## config.mk

```make
export PLATFORM = sky130hd
export DESIGN_NAME = scanner_io_mode_logic
export DESIGN_NICKNAME = d
export VERILOG_FILES = /design/src/design/scanner_io_pkg.sv /design/src/design/scanner_io_mode_logic.sv
export VERILOG_INCLUDE_DIRS = /design/src /design/src/design
export SDC_FILE = /design/constraint.sdc
export NUM_CORES = 1
export LEC_CHECK = 0
export BUFFER_PORTS_ARGS = -buffer_cell sky130_fd_sc_hd__buf_4
export CAP_MARGIN = 20
export CORE_MARGIN = 2
export CORE_UTILIZATION = 35
export CTS_CLUSTER_DIAMETER = 50
export DETAILED_ROUTE_END_ITERATION = 10
export RECOVER_POWER = 50
export SETUP_SLACK_MARGIN = 0.15
export SLEW_MARGIN = 10
export SYNTH_ARGS = -nofsm -noshare
export SYNTH_HDL_FRONTEND = slang
export SYNTH_SLANG_ARGS = --single-unit
```

## constraint.sdc

```tcl
create_clock -name pclk -period 6.47 [get_ports pclk]
set_clock_uncertainty 0.05 [all_clocks]
set_input_delay 0.3235 -clock pclk [delete_from_list [all_inputs] [get_ports pclk]]
set_output_delay 0.3235 -clock pclk [all_outputs]
set_load 0.02 [all_outputs]
```

## src/design/scanner_io_consts.svh

```systemverilog
// register offsets, field positions, reset values, clock and baud rates for the i/o mode logic
`ifndef SCANNER_IO_CONSTS_SVH
`define SCANNER_IO_CONSTS_SVH

// ==================== register offsets ====================
`define OFS_CFG       12'h000
`define OFS_ENC_STEP  12'h004
`define OFS_RESULT    12'h008
`define OFS_ANALOG    12'h00C
`define OFS_STATUS    12'h010
`define OFS_COUNT     12'h014
`define OFS_STAMP     12'h018

// ==================== cfg fields ====================
`define CFG_MODE_LSB   0
`define CFG_TRIG_LSB   4
`define CFG_SRC_BIT    7
`define CFG_ENC_BIT    8
`define CFG_ROLE_LSB   9
`define CFG_BAUD_LSB   11
`define CFG_NOTERM_BIT 14
`define CFG_INV_BIT    15
`define CFG_DFLT_LSB   16
`define CFG_HOLD_BIT   18
`define CFG_PTRIG_BIT  19
`define CFG_RESET      32'h0000_0000
`define ENC_STEP_RESET 16'h0001

// ==================== result / analog fields ====================
`define RES_OK_LSB     0
`define RES_NONE_LSB   8
`define ANA_ERR_BIT    16
`define ANA_MIN        16'h0000

// ==================== timing ====================
`define CLK_HZ         25000000
`define BAUD_9600      9600
`define BAUD_19200     19200
`define BAUD_38400     38400
`define BAUD_57600     57600
`define BAUD_115200    115200

`endif

```

## src/design/scanner_io_pkg.sv

```systemverilog
// types shared by the scanner i/o mode logic
package scanner_io_pkg;

	// digital input modes
	typedef enum logic [3:0] {
		MODE_ENC_RESET     = 4'b0000,
		MODE_ENC_TRIG      = 4'b0001,
		MODE_TRIGGER       = 4'b0010,
		MODE_USER_TRIG     = 4'b0011,
		MODE_USER          = 4'b0100,
		MODE_TIMESTAMP     = 4'b0101,
		MODE_ENC_CONTAINER = 4'b0110,
		MODE_ENCA_CONTAINER = 4'b0111,
		MODE_GATED_ENC     = 4'b1000
	} in_mode_e;

	// differential port roles
	typedef enum logic [1:0] {
		ROLE_SERIAL   = 2'b00,
		ROLE_TRIG_IN  = 2'b01,
		ROLE_TRIG_OUT = 2'b10,
		ROLE_PROG_OUT = 2'b11
	} port_role_e;

	// trigger modes
	typedef enum logic [2:0] {
		TRIG_INTERNAL = 3'b000,
		TRIG_POS_EDGE = 3'b001,
		TRIG_NEG_EDGE = 3'b010,
		TRIG_POS_PULSE = 3'b011,
		TRIG_NEG_PULSE = 3'b100,
		TRIG_POS_GATE = 3'b101,
		TRIG_NEG_GATE = 3'b110,
		TRIG_ENCODER  = 3'b111
	} trig_mode_e;

	// digital out default for criteria set to none
	typedef enum logic [1:0] {
		DFLT_OK   = 2'b00,
		DFLT_NOK  = 2'b01,
		DFLT_KEEP = 2'b10
	} dout_dflt_e;

endpackage

```

## src/design/scanner_io_mode_logic.sv

```systemverilog
// digital input mode, port role and output behaviour logic of the profile scanner
`timescale 1ns/100ps
`include "scanner_io_consts.svh"
`default_nettype none

module scanner_io_mode_logic #(
	parameter int NUM_OUT = 8,
	parameter int CNT_W   = 32
) (
	// clock and reset
	input  wire logic               pclk,
	input  wire logic               presetn,
	// apb slave
	input  wire logic               psel,
	input  wire logic               penable,
	input  wire logic               pwrite,
	input  wire logic [11:0]        paddr,
	input  wire logic [31:0]        pwdata,
	output logic      [31:0]        prdata,
	output logic                    pready,
	output logic                    pslverr,
	// digital inputs 1..4 on bits 0..3
	input  wire logic [3:0]         dig_in,
	// measurement core
	input  wire logic               internal_tick,
	input  wire logic               meas_done,
	output logic                    meas_start,
	output logic                    expose_gate,
	output logic                    container_trig,
	output logic [2:0]              user_mode,
	output logic                    user_mode_load,
	// differential port
	input  wire logic               port_in,
	output logic                    port_out,
	output logic                    port_oe,
	output logic                    term_en,
	input  wire logic               ser_txd,
	output logic                    ser_rxd,
	output logic                    baud_tick,
	// result outputs
	output logic [NUM_OUT-1:0]      dig_out,
	output logic [15:0]             analog_out
);

	// ==================== apb register file ====================
	logic [31:0]        cfg_ff, nxt_cfg;
	logic [15:0]        step_n_ff, nxt_step_n;
	logic [NUM_OUT-1:0] res_ok_ff, nxt_res_ok;
	logic [NUM_OUT-1:0] res_none_ff, nxt_res_none;
	logic               res_upd_ff, nxt_res_upd;
	logic [15:0]        ana_val_ff, nxt_ana_val;
	logic               ana_err_ff, nxt_ana_err;
	logic               ana_upd_ff, nxt_ana_upd;
	logic [31:0]        prdata_ff, nxt_prdata;
	logic               slverr_ff, nxt_slverr;
	logic               mapped;
	logic               wr_acc;

	// state read back by software
	logic [CNT_W-1:0]   count_ff;
	logic [3:0]         stamp_ff;
	logic [3:0]         mode_ff;
	logic [1:0]         role_ff;
	logic               busy_ff;
	logic [3:0]         in_s;

	assign pready  = 1'b1;
	assign prdata  = prdata_ff;
	assign pslverr = slverr_ff;
	assign wr_acc  = psel && penable && pwrite && mapped;

	always_comb begin
		mapped = (paddr == `OFS_CFG) || (paddr == `OFS_ENC_STEP) || (paddr == `OFS_RESULT) ||
			(paddr == `OFS_ANALOG) || (paddr == `OFS_STATUS) || (paddr == `OFS_COUNT) ||
			(paddr == `OFS_STAMP);
		nxt_cfg      = cfg_ff;
		nxt_step_n   = step_n_ff;
		nxt_res_ok   = res_ok_ff;
		nxt_res_none = res_none_ff;
		nxt_res_upd  = 1'b0;
		nxt_ana_val  = ana_val_ff;
		nxt_ana_err  = ana_err_ff;
		nxt_ana_upd  = 1'b0;
		nxt_prdata   = prdata_ff;
		nxt_slverr   = 1'b0;
		if (psel && !penable) begin
			nxt_slverr = !mapped;
			case (paddr)
				`OFS_CFG:      nxt_prdata = cfg_ff;
				`OFS_ENC_STEP: nxt_prdata = {16'h0000, step_n_ff};
				`OFS_STATUS:   nxt_prdata = {16'h0000, 2'b00, busy_ff, role_ff, 3'b000,
					mode_ff, in_s};
				`OFS_COUNT:    nxt_prdata = 32'(count_ff);
				`OFS_STAMP:    nxt_prdata = {28'h000_0000, stamp_ff};
				default:       nxt_prdata = 32'h0000_0000;
			endcase
		end
		if (wr_acc) begin
			case (paddr)
				`OFS_CFG:      nxt_cfg = pwdata;
				`OFS_ENC_STEP: nxt_step_n = pwdata[15:0];
				`OFS_RESULT: begin
					nxt_res_ok   = pwdata[`RES_OK_LSB +: NUM_OUT];
					nxt_res_none = pwdata[`RES_NONE_LSB +: NUM_OUT];
					nxt_res_upd  = 1'b1;
				end
				`OFS_ANALOG: begin
					nxt_ana_val = pwdata[15:0];
					nxt_ana_err = pwdata[`ANA_ERR_BIT];
					nxt_ana_upd = 1'b1;
				end
				default: nxt_cfg = cfg_ff;
			endcase
		end
	end

	always_ff @(posedge pclk or negedge presetn) begin
		if (!presetn) begin
			cfg_ff      <= `CFG_RESET;
			step_n_ff   <= `ENC_STEP_RESET;
			res_ok_ff   <= '0;
			res_none_ff <= '0;
			res_upd_ff  <= 1'b0;
			ana_val_ff  <= `ANA_MIN;
			ana_err_ff  <= 1'b0;
			ana_upd_ff  <= 1'b0;
			prdata_ff   <= 32'h0000_0000;
			slverr_ff   <= 1'b0;
		end else begin
			cfg_ff      <= nxt_cfg;
			step_n_ff   <= nxt_step_n;
			res_ok_ff   <= nxt_res_ok;
			res_none_ff <= nxt_res_none;
			res_upd_ff  <= nxt_res_upd;
			ana_val_ff  <= nxt_ana_val;
			ana_err_ff  <= nxt_ana_err;
			ana_upd_ff  <= nxt_ana_upd;
			prdata_ff   <= nxt_prdata;
			slverr_ff   <= nxt_slverr;
		end
	end

	// ==================== input synchroniser and edges ====================
	logic [3:0] sync1_ff, sync2_ff, prev_ff;
	logic       port_s1_ff, port_s2_ff, port_prev_ff;
	assign in_s = sync2_ff;

	always_ff @(posedge pclk or negedge presetn) begin
		if (!presetn) begin
			sync1_ff     <= 4'h0;
			sync2_ff     <= 4'h0;
			prev_ff      <= 4'h0;
			// line idles high: no false edge or rx start bit after reset
			port_s1_ff   <= 1'b1;
			port_s2_ff   <= 1'b1;
			port_prev_ff <= 1'b1;
		end else begin
			sync1_ff     <= dig_in;
			sync2_ff     <= sync1_ff;
			prev_ff      <= sync2_ff;
			port_s1_ff   <= port_in;
			port_s2_ff   <= port_s1_ff;
			port_prev_ff <= port_s2_ff;
		end
	end

	// ==================== active configuration ====================
	logic [3:0] nxt_mode;
	logic [1:0] nxt_role;
	logic       nxt_busy;

	always_comb begin
		nxt_mode = mode_ff;
		nxt_role = role_ff;
		if (!busy_ff && !meas_start) begin
			nxt_mode = cfg_ff[`CFG_MODE_LSB +: 4];
			nxt_role = cfg_ff[`CFG_ROLE_LSB +: 2];
		end
		nxt_busy = busy_ff;
		if (meas_done)
			nxt_busy = 1'b0;
		if (meas_start)
			nxt_busy = 1'b1;
	end

	always_ff @(posedge pclk or negedge presetn) begin
		if (!presetn) begin
			mode_ff <= 4'h0;
			role_ff <= 2'b00;
			busy_ff <= 1'b0;
		end else begin
			mode_ff <= nxt_mode;
			role_ff <= nxt_role;
			busy_ff <= nxt_busy;
		end
	end

	// ==================== encoder counter ====================
	logic             enc_on, quad, single, idx_rst;
	logic             a_chg, b_chg, step, up;
	logic [CNT_W-1:0] nxt_count;
	logic [15:0]      acc_ff, nxt_acc;
	logic             enc_trig_ff, nxt_enc_trig;

	always_comb begin
		enc_on = cfg_ff[`CFG_ENC_BIT];
		quad   = enc_on && (mode_ff == scanner_io_pkg::MODE_ENC_RESET ||
			mode_ff == scanner_io_pkg::MODE_ENC_TRIG || mode_ff == scanner_io_pkg::MODE_ENC_CONTAINER ||
			mode_ff == scanner_io_pkg::MODE_GATED_ENC);
		single  = enc_on && (mode_ff == scanner_io_pkg::MODE_ENCA_CONTAINER);
		idx_rst = (mode_ff == scanner_io_pkg::MODE_ENC_RESET) && in_s[0] && !prev_ff[0];
		a_chg   = in_s[1] ^ prev_ff[1];
		b_chg   = in_s[2] ^ prev_ff[2];
		step    = (quad && (a_chg ^ b_chg)) || (single && in_s[1] && !prev_ff[1]);
		up      = single || (in_s[1] ^ prev_ff[2]);
		nxt_count = count_ff;
		if (idx_rst)
			nxt_count = '0;
		else if (step)
			nxt_count = up ? count_ff + 1'b1 : count_ff - 1'b1;
		nxt_acc      = acc_ff;
		nxt_enc_trig = 1'b0;
		if (step) begin
			if (acc_ff + 16'h0001 >= step_n_ff) begin
				nxt_acc      = 16'h0000;
				nxt_enc_trig = 1'b1;
			end else begin
				nxt_acc = acc_ff + 16'h0001;
			end
		end
	end

	always_ff @(posedge pclk or negedge presetn) begin
		if (!presetn) begin
			count_ff    <= '0;
			acc_ff      <= 16'h0000;
			enc_trig_ff <= 1'b0;
		end else begin
			count_ff    <= nxt_count;
			acc_ff      <= nxt_acc;
			enc_trig_ff <= nxt_enc_trig;
		end
	end

	// ==================== trigger, user modes, timestamp ====================
	logic       in1_trig, src_lvl, src_prev, rise, fall, fire, gate_lvl;
	logic [2:0] nxt_user;
	logic [2:0] user_ff;
	logic       uload_ff, nxt_uload;
	logic [3:0] nxt_stamp;
	logic       cont_ff, nxt_cont;

	always_comb begin
		in1_trig = (mode_ff == scanner_io_pkg::MODE_ENC_TRIG) ||
			(mode_ff == scanner_io_pkg::MODE_TRIGGER) ||
			(mode_ff == scanner_io_pkg::MODE_USER_TRIG);
		if (cfg_ff[`CFG_SRC_BIT]) begin
			src_lvl  = in1_trig && in_s[0];
			src_prev = in1_trig && prev_ff[0];
		end else begin
			src_lvl  = (role_ff == scanner_io_pkg::ROLE_TRIG_IN) && port_s2_ff;
			src_prev = (role_ff == scanner_io_pkg::ROLE_TRIG_IN) && port_prev_ff;
		end
		rise     = src_lvl && !src_prev;
		fall     = !src_lvl && src_prev;
		gate_lvl = 1'b0;
		case (cfg_ff[`CFG_TRIG_LSB +: 3])
			scanner_io_pkg::TRIG_INTERNAL:  fire = internal_tick;
			scanner_io_pkg::TRIG_POS_EDGE:  fire = rise;
			scanner_io_pkg::TRIG_NEG_EDGE:  fire = fall;
			scanner_io_pkg::TRIG_POS_PULSE: begin
				fire     = rise;
				gate_lvl = src_lvl;
			end
			scanner_io_pkg::TRIG_NEG_PULSE: begin
				fire     = fall;
				gate_lvl = !src_lvl && busy_ff;
			end
			scanner_io_pkg::TRIG_POS_GATE:  fire = internal_tick && src_lvl;
			scanner_io_pkg::TRIG_NEG_GATE:  fire = internal_tick && !src_lvl;
			scanner_io_pkg::TRIG_ENCODER:   fire = enc_trig_ff;
			default:                        fire = 1'b0;
		endcase
		if (mode_ff == scanner_io_pkg::MODE_GATED_ENC)
			fire = enc_trig_ff && in_s[0];
		case (mode_ff)
			scanner_io_pkg::MODE_USER_TRIG: nxt_user = {1'b0, in_s[2:1]};
			scanner_io_pkg::MODE_USER:      nxt_user = in_s[2:0];
			default:                        nxt_user = user_ff;
		endcase
		nxt_uload = (nxt_user != user_ff);
		nxt_stamp = stamp_ff;
		if (fire)
			nxt_stamp = (mode_ff == scanner_io_pkg::MODE_TIMESTAMP) ? in_s : 4'h0;
		nxt_cont = ((mode_ff == scanner_io_pkg::MODE_ENC_CONTAINER) ||
			(mode_ff == scanner_io_pkg::MODE_ENCA_CONTAINER)) &&
			in_s[0] && !prev_ff[0];
	end

	assign meas_start     = fire;
	assign expose_gate    = gate_lvl || fire;
	assign user_mode      = user_ff;
	assign user_mode_load = uload_ff;
	assign container_trig = cont_ff;

	always_ff @(posedge pclk or negedge presetn) begin
		if (!presetn) begin
			user_ff  <= 3'b000;
			uload_ff <= 1'b0;
			stamp_ff <= 4'h0;
			cont_ff  <= 1'b0;
		end else begin
			user_ff  <= nxt_user;
			uload_ff <= nxt_uload;
			stamp_ff <= nxt_stamp;
			cont_ff  <= nxt_cont;
		end
	end

	// ==================== differential port ====================
	logic [15:0] baud_div, baud_cnt_ff, nxt_baud_cnt;
	logic        tick_ff, nxt_tick;
	logic        pout_ff, nxt_pout, poe_ff, nxt_poe, rxd_ff, nxt_rxd, term_ff, nxt_term;

	always_comb begin
		case (cfg_ff[`CFG_BAUD_LSB +: 3])
			3'd0:    baud_div = 16'(`CLK_HZ / `BAUD_9600);
			3'd1:    baud_div = 16'(`CLK_HZ / `BAUD_19200);
			3'd2:    baud_div = 16'(`CLK_HZ / `BAUD_38400);
			3'd3:    baud_div = 16'(`CLK_HZ / `BAUD_57600);
			default: baud_div = 16'(`CLK_HZ / `BAUD_115200);
		endcase
		nxt_tick     = 1'b0;
		nxt_baud_cnt = 16'h0000;
		if (role_ff == scanner_io_pkg::ROLE_SERIAL) begin
			if (baud_cnt_ff + 16'h0001 >= baud_div)
				nxt_tick = 1'b1;
			else
				nxt_baud_cnt = baud_cnt_ff + 16'h0001;
		end
		nxt_rxd = 1'b1;
		case (role_ff)
			scanner_io_pkg::ROLE_SERIAL: begin
				nxt_pout = ser_txd;
				nxt_poe  = 1'b1;
				nxt_rxd  = port_s2_ff;
			end
			scanner_io_pkg::ROLE_TRIG_IN: begin
				nxt_pout = 1'b0;
				nxt_poe  = 1'b0;
			end
			scanner_io_pkg::ROLE_TRIG_OUT: begin
				nxt_pout = busy_ff || fire;
				nxt_poe  = 1'b1;
			end
			default: begin
				nxt_pout = cfg_ff[`CFG_PTRIG_BIT];
				nxt_poe  = 1'b1;
			end
		endcase
		nxt_term = !cfg_ff[`CFG_NOTERM_BIT] && ((role_ff == scanner_io_pkg::ROLE_SERIAL) ||
			(role_ff == scanner_io_pkg::ROLE_TRIG_IN));
	end

	assign baud_tick = tick_ff;
	assign port_out  = pout_ff;
	assign port_oe   = poe_ff;
	assign ser_rxd   = rxd_ff;
	assign term_en   = term_ff;

	always_ff @(posedge pclk or negedge presetn) begin
		if (!presetn) begin
			baud_cnt_ff <= 16'h0000;
			tick_ff     <= 1'b0;
			pout_ff     <= 1'b1;
			poe_ff      <= 1'b0;
			rxd_ff      <= 1'b1;
			term_ff     <= 1'b0;
		end else begin
			baud_cnt_ff <= nxt_baud_cnt;
			tick_ff     <= nxt_tick;
			pout_ff     <= nxt_pout;
			poe_ff      <= nxt_poe;
			rxd_ff      <= nxt_rxd;
			term_ff     <= nxt_term;
		end
	end

	// ==================== result outputs ====================
	logic [NUM_OUT-1:0] logic_ff, nxt_logic;
	logic [NUM_OUT-1:0] dout_ff, nxt_dout;
	logic [15:0]        aout_ff, nxt_aout;

	always_comb begin
		nxt_logic = logic_ff;
		if (res_upd_ff) begin
			for (int i = 0; i < NUM_OUT; i++) begin
				if (!res_none_ff[i])
					nxt_logic[i] = res_ok_ff[i];
				else if (cfg_ff[`CFG_DFLT_LSB +: 2] == scanner_io_pkg::DFLT_OK)
					nxt_logic[i] = 1'b1;
				else if (cfg_ff[`CFG_DFLT_LSB +: 2] == scanner_io_pkg::DFLT_NOK)
					nxt_logic[i] = 1'b0;
				else
					nxt_logic[i] = logic_ff[i];
			end
		end
		nxt_dout = cfg_ff[`CFG_INV_BIT] ? ~nxt_logic : nxt_logic;
		nxt_aout = aout_ff;
		if (ana_upd_ff)
			nxt_aout = !ana_err_ff ? ana_val_ff : (cfg_ff[`CFG_HOLD_BIT] ? aout_ff : `ANA_MIN);
	end

	assign dig_out    = dout_ff;
	assign analog_out = aout_ff;

	always_ff @(posedge pclk or negedge presetn) begin
		if (!presetn) begin
			logic_ff <= '0;
			dout_ff  <= '0;
			aout_ff  <= `ANA_MIN;
		end else begin
			logic_ff <= nxt_logic;
			dout_ff  <= nxt_dout;
			aout_ff  <= nxt_aout;
		end
	end

endmodule

`default_nettype wire

```

==> metrics.md <==
| Metric | Value |
|---|---|
| Outcome | `finished, violations left` |
| Failing checks | `max-capacitance violations, max-slew violations` |
| Post-DP HPWL | `24300 um` |
| Setup bufs post-CTS | `0` |
| Largest net degree at the start of global routing | `156` |
| Critical path class | `reg -> reg` |
| Final WS setup | `2260 ps` |
| Async SR Flop Fraction | `100%` |
| Yosys cell types | `66` |
| Ys Warns | `0` |
| Layout cells sized above 1 | `between 10% and 20%` |
| # IOs | `127` |
| Maximum vdd ir drop | `between 0.15 and 0.2 mV` |
| Finished Cell Area | `15400 um2` |
| DRC viols | `0` |
| F_max | `around 240 MHz` |
| Core Area | `35700 um2` |
| Syn avg cell area | `just over 10 um2` |
| Leakage | `7.27 nW` |
| Synth Register Bits | `248` |
| Initial core utilization | `35.7%` |
| Final setup vio count | `0` |
| Drt total wl | `34700 um` |
| Clock Latency Late Sink | `520 ps` |
| Area share of the largest cell type after synthesis | `47.5%` |
| Clk pin slew, worst setup/hold paths | `60 ps` |
| Average wire per standard cell | `approximately 18 um` |
| Max cap viols | `1` |
| Min-Delay Path Class | `in -> reg` |
| Placer Congestion | `0.887` |
| CTS tree | `done` |
| CP Capture Type | `register` |
| Total CTS buffers | `35` |
| Area grow syn2layout | `20.7%` |
| Filler cell count | `3453` |
| Largest area contributor in the netlist | `dfrtp_1` |
| CTS HTree Levels | `2` |
| Vias per inst | `5.28` |
| Gr usage total | `18.4%` |
| Cell Area, Synth | `roughly 13000 um2` |
| Worst slack, placed | `between 2000 and 2500 ps` |
| Vias in the first global route | `9971` |
| Routed Antenna Nets | `0` |
| WP data required | `6800 ps` |
| WP data arrival | `4540 ps` |
| Root buf cell | `clkbuf_16` |
| Worst-path fanout max | `17` |
| Initial drt markers | `660` |
| Antenna fix cells | `0` |
| Slew headroom | `-20.0%` |
| Synthesized instance count | `1264` |
| DIE WIDTH | `195 um` |
| Worst reg2reg setup slack | `approximately 2300 ps` |
| Sum Neg Setup Slack | `0 ps` |
| DP Area | `14100 um2` |
| Most frequent cell after synthesis | `dfrtp_1` |
| Hold Slack | `17.8 ps` |
| Grt ovf | `0` |
| Die area | `approximately 38000 um2` |
| Slew Limit Fails | `32` |
| Commonest cells post-synth | `dfrtp_1, nand2_1, o21ai_0` |
| Cells after DPL | `1801` |
| Min Tclk post-route | `roughly 4200 ps` |
| Fin crit share | `65.1%` |
| 1st-pass router iterations | `5` |
| Initial antenna violation count | `1` |
| Fin cells | `1886` |
| RSZ-0062 raised after global routing | `false` |
| Die height | `195 um` |
| Clk buf depth | `3` |
| Wire length of the first global-routing pass | `55800 um` |
| Nets@finish | `1516` |
| I/O Buffers | `125` |
| Routed vias | `9963` |
| Area contributors post-synth | `dfrtp_1, ha_1, mux2_2` |
| Startpoint Class | `register` |
| Sequential share of the synthesized area | `48.7%` |
| Row cnt | `just under 70` |
| Clock sinks | `248` |
| Worst Tran Pin Value | `1800 ps` |
| EDFF count, synth | `0` |
| Power Density | `251 nW/um2` |
| Primary FF master, synth | `dfrtp_1` |
| Final hold viol count | `0` |
[per-layer routing]
layer	routed length [um]	up-vias	track usage, %
met3	1630	53	3.09
met2	15900	231	29.4
met1	16200	4869	25.4
met4	910	0	6.02
li1	-	4810	-
met5	0	-	0
[cell type report]
cell class / count / area, um2 / area share (%)
sequential: 248 / 6210 / 40.4
multi-input combinational: 920 / 6180 / 40.2
timing repair buffer: 156 / 976 / 6.35
clock buffer: 43 / 967 / 6.29
tap: 461 / 577 / 3.75
clock inverter: 21 / 323 / 2.10
inverter: 37 / 139 / 0.903
[final timing paths]
path,startpoint,end,cells past startpoint
worst min-delay path,pwdata[18],cfg_ff[18],2
max in group asynchronous,presetn,prdata[17],3
worst min register to register,sync1_ff[2],in_s[2],0
min in group asynchronous,presetn,sync1_ff[0],2
worst max register to register,mode_ff[2],count_ff[30],15
worst max-delay path,mode_ff[2],count_ff[30],15
[worst max-delay path, cell delays in order (launching register included)]
cell and delay (ps):
dfrtp_1 460, nor2b_1 250, nand4_1 200, nand2_1 240, inv_1 330, buf_4 320, ha_1 380, a2111oi_0 360
o21ai_1 120, a221oi_1 330, nor2_1 110, a21oi_2 160, a311oi_1 120, or4_1 470, nand3_1 100, a21oi_1 70
[sequential cells by signal (all words and copies together), names as in the netlist, 2 cells and up]
name / count
role_ff: 2
user_mode: 3
baud_cnt_ff: 16
res_none_ff: 8
in_s: 4
stamp_ff: 4
dig_out: 8
logic_ff: 8
cfg_ff: 32
prev_ff: 3
sync1_ff: 4
analog_out: 16
step_n_ff: 16
mode_ff: 4
count_ff: 32
acc_ff: 16
res_ok_ff: 8
ana_val_ff: 16
prdata: 32
[layout by cell type, fill, tap and decap left out, types with 12 or more instances in the layout]
cell | Yosys | routed
buf_4 | 1 | 59
nor3_1 | 21 | 19
nor2b_1 | 27 | 27
o21ai_0 | 99 | 99
a22oi_1 | 19 | 19
a22o_1 | 29 | 29
xnor2_1 | 32 | 32
and3_1 | 19 | 19
dfrtp_1 | 242 | 242
mux2_2 | 65 | 65
a21o_1 | 26 | 26
clkbuf_1 | 43 | 73
nand2_1 | 166 | 166
a31oi_1 | 12 | 12
xor2_1 | 26 | 26
nand3_1 | 35 | 35
ha_1 | 60 | 60
a221oi_1 | 13 | 13
a21oi_1 | 72 | 72
nand2b_1 | 17 | 17
inv_1 | 36 | 36
dlygate4sd3_1 | 0 | 19
nand4_1 | 12 | 12
nor2_1 | 55 | 54
clkbuf_16 | 0 | 36
[report_power, final]
part | switching [W] | internal [W] | leakage (nW)
clock network | 0.000739 | 0.00136 | 0.628
logic | 0.000127 | 0.0000723 | 3.34
registers | 0.00000806 | 0.00156 | 3.30
[cell families after synthesis]
logic type      count (synthesis)  share of synthesized area [%]
mux                            77                           6.71
buf+inv                        99                           3.09
flops                         248                           48.7
other cells                     2                         0.0589
compound gates                323                           16.4
fa+ha+maj                      61                           6.05
xor+xnor                       58                           3.99
simple gates                  396                           14.9
[what timing repair did]
item                      4_1_cts  5_1_grt
hold endpoints to repair      106        0
gates resized for setup         0        0
hold buffers                   19        0
[per-stage QoR]
step / utilization (%) / power (W)
floorplan: - / 0.00169
global placement: 39.6 / 0.00179
detailed placement: 39.6 / 0.00179
CTS: 43.7 / 0.00390
global route: 43.0 / 0.00400
finish: 43.0 / 0.00387
(Power assumes the default switching activity.)
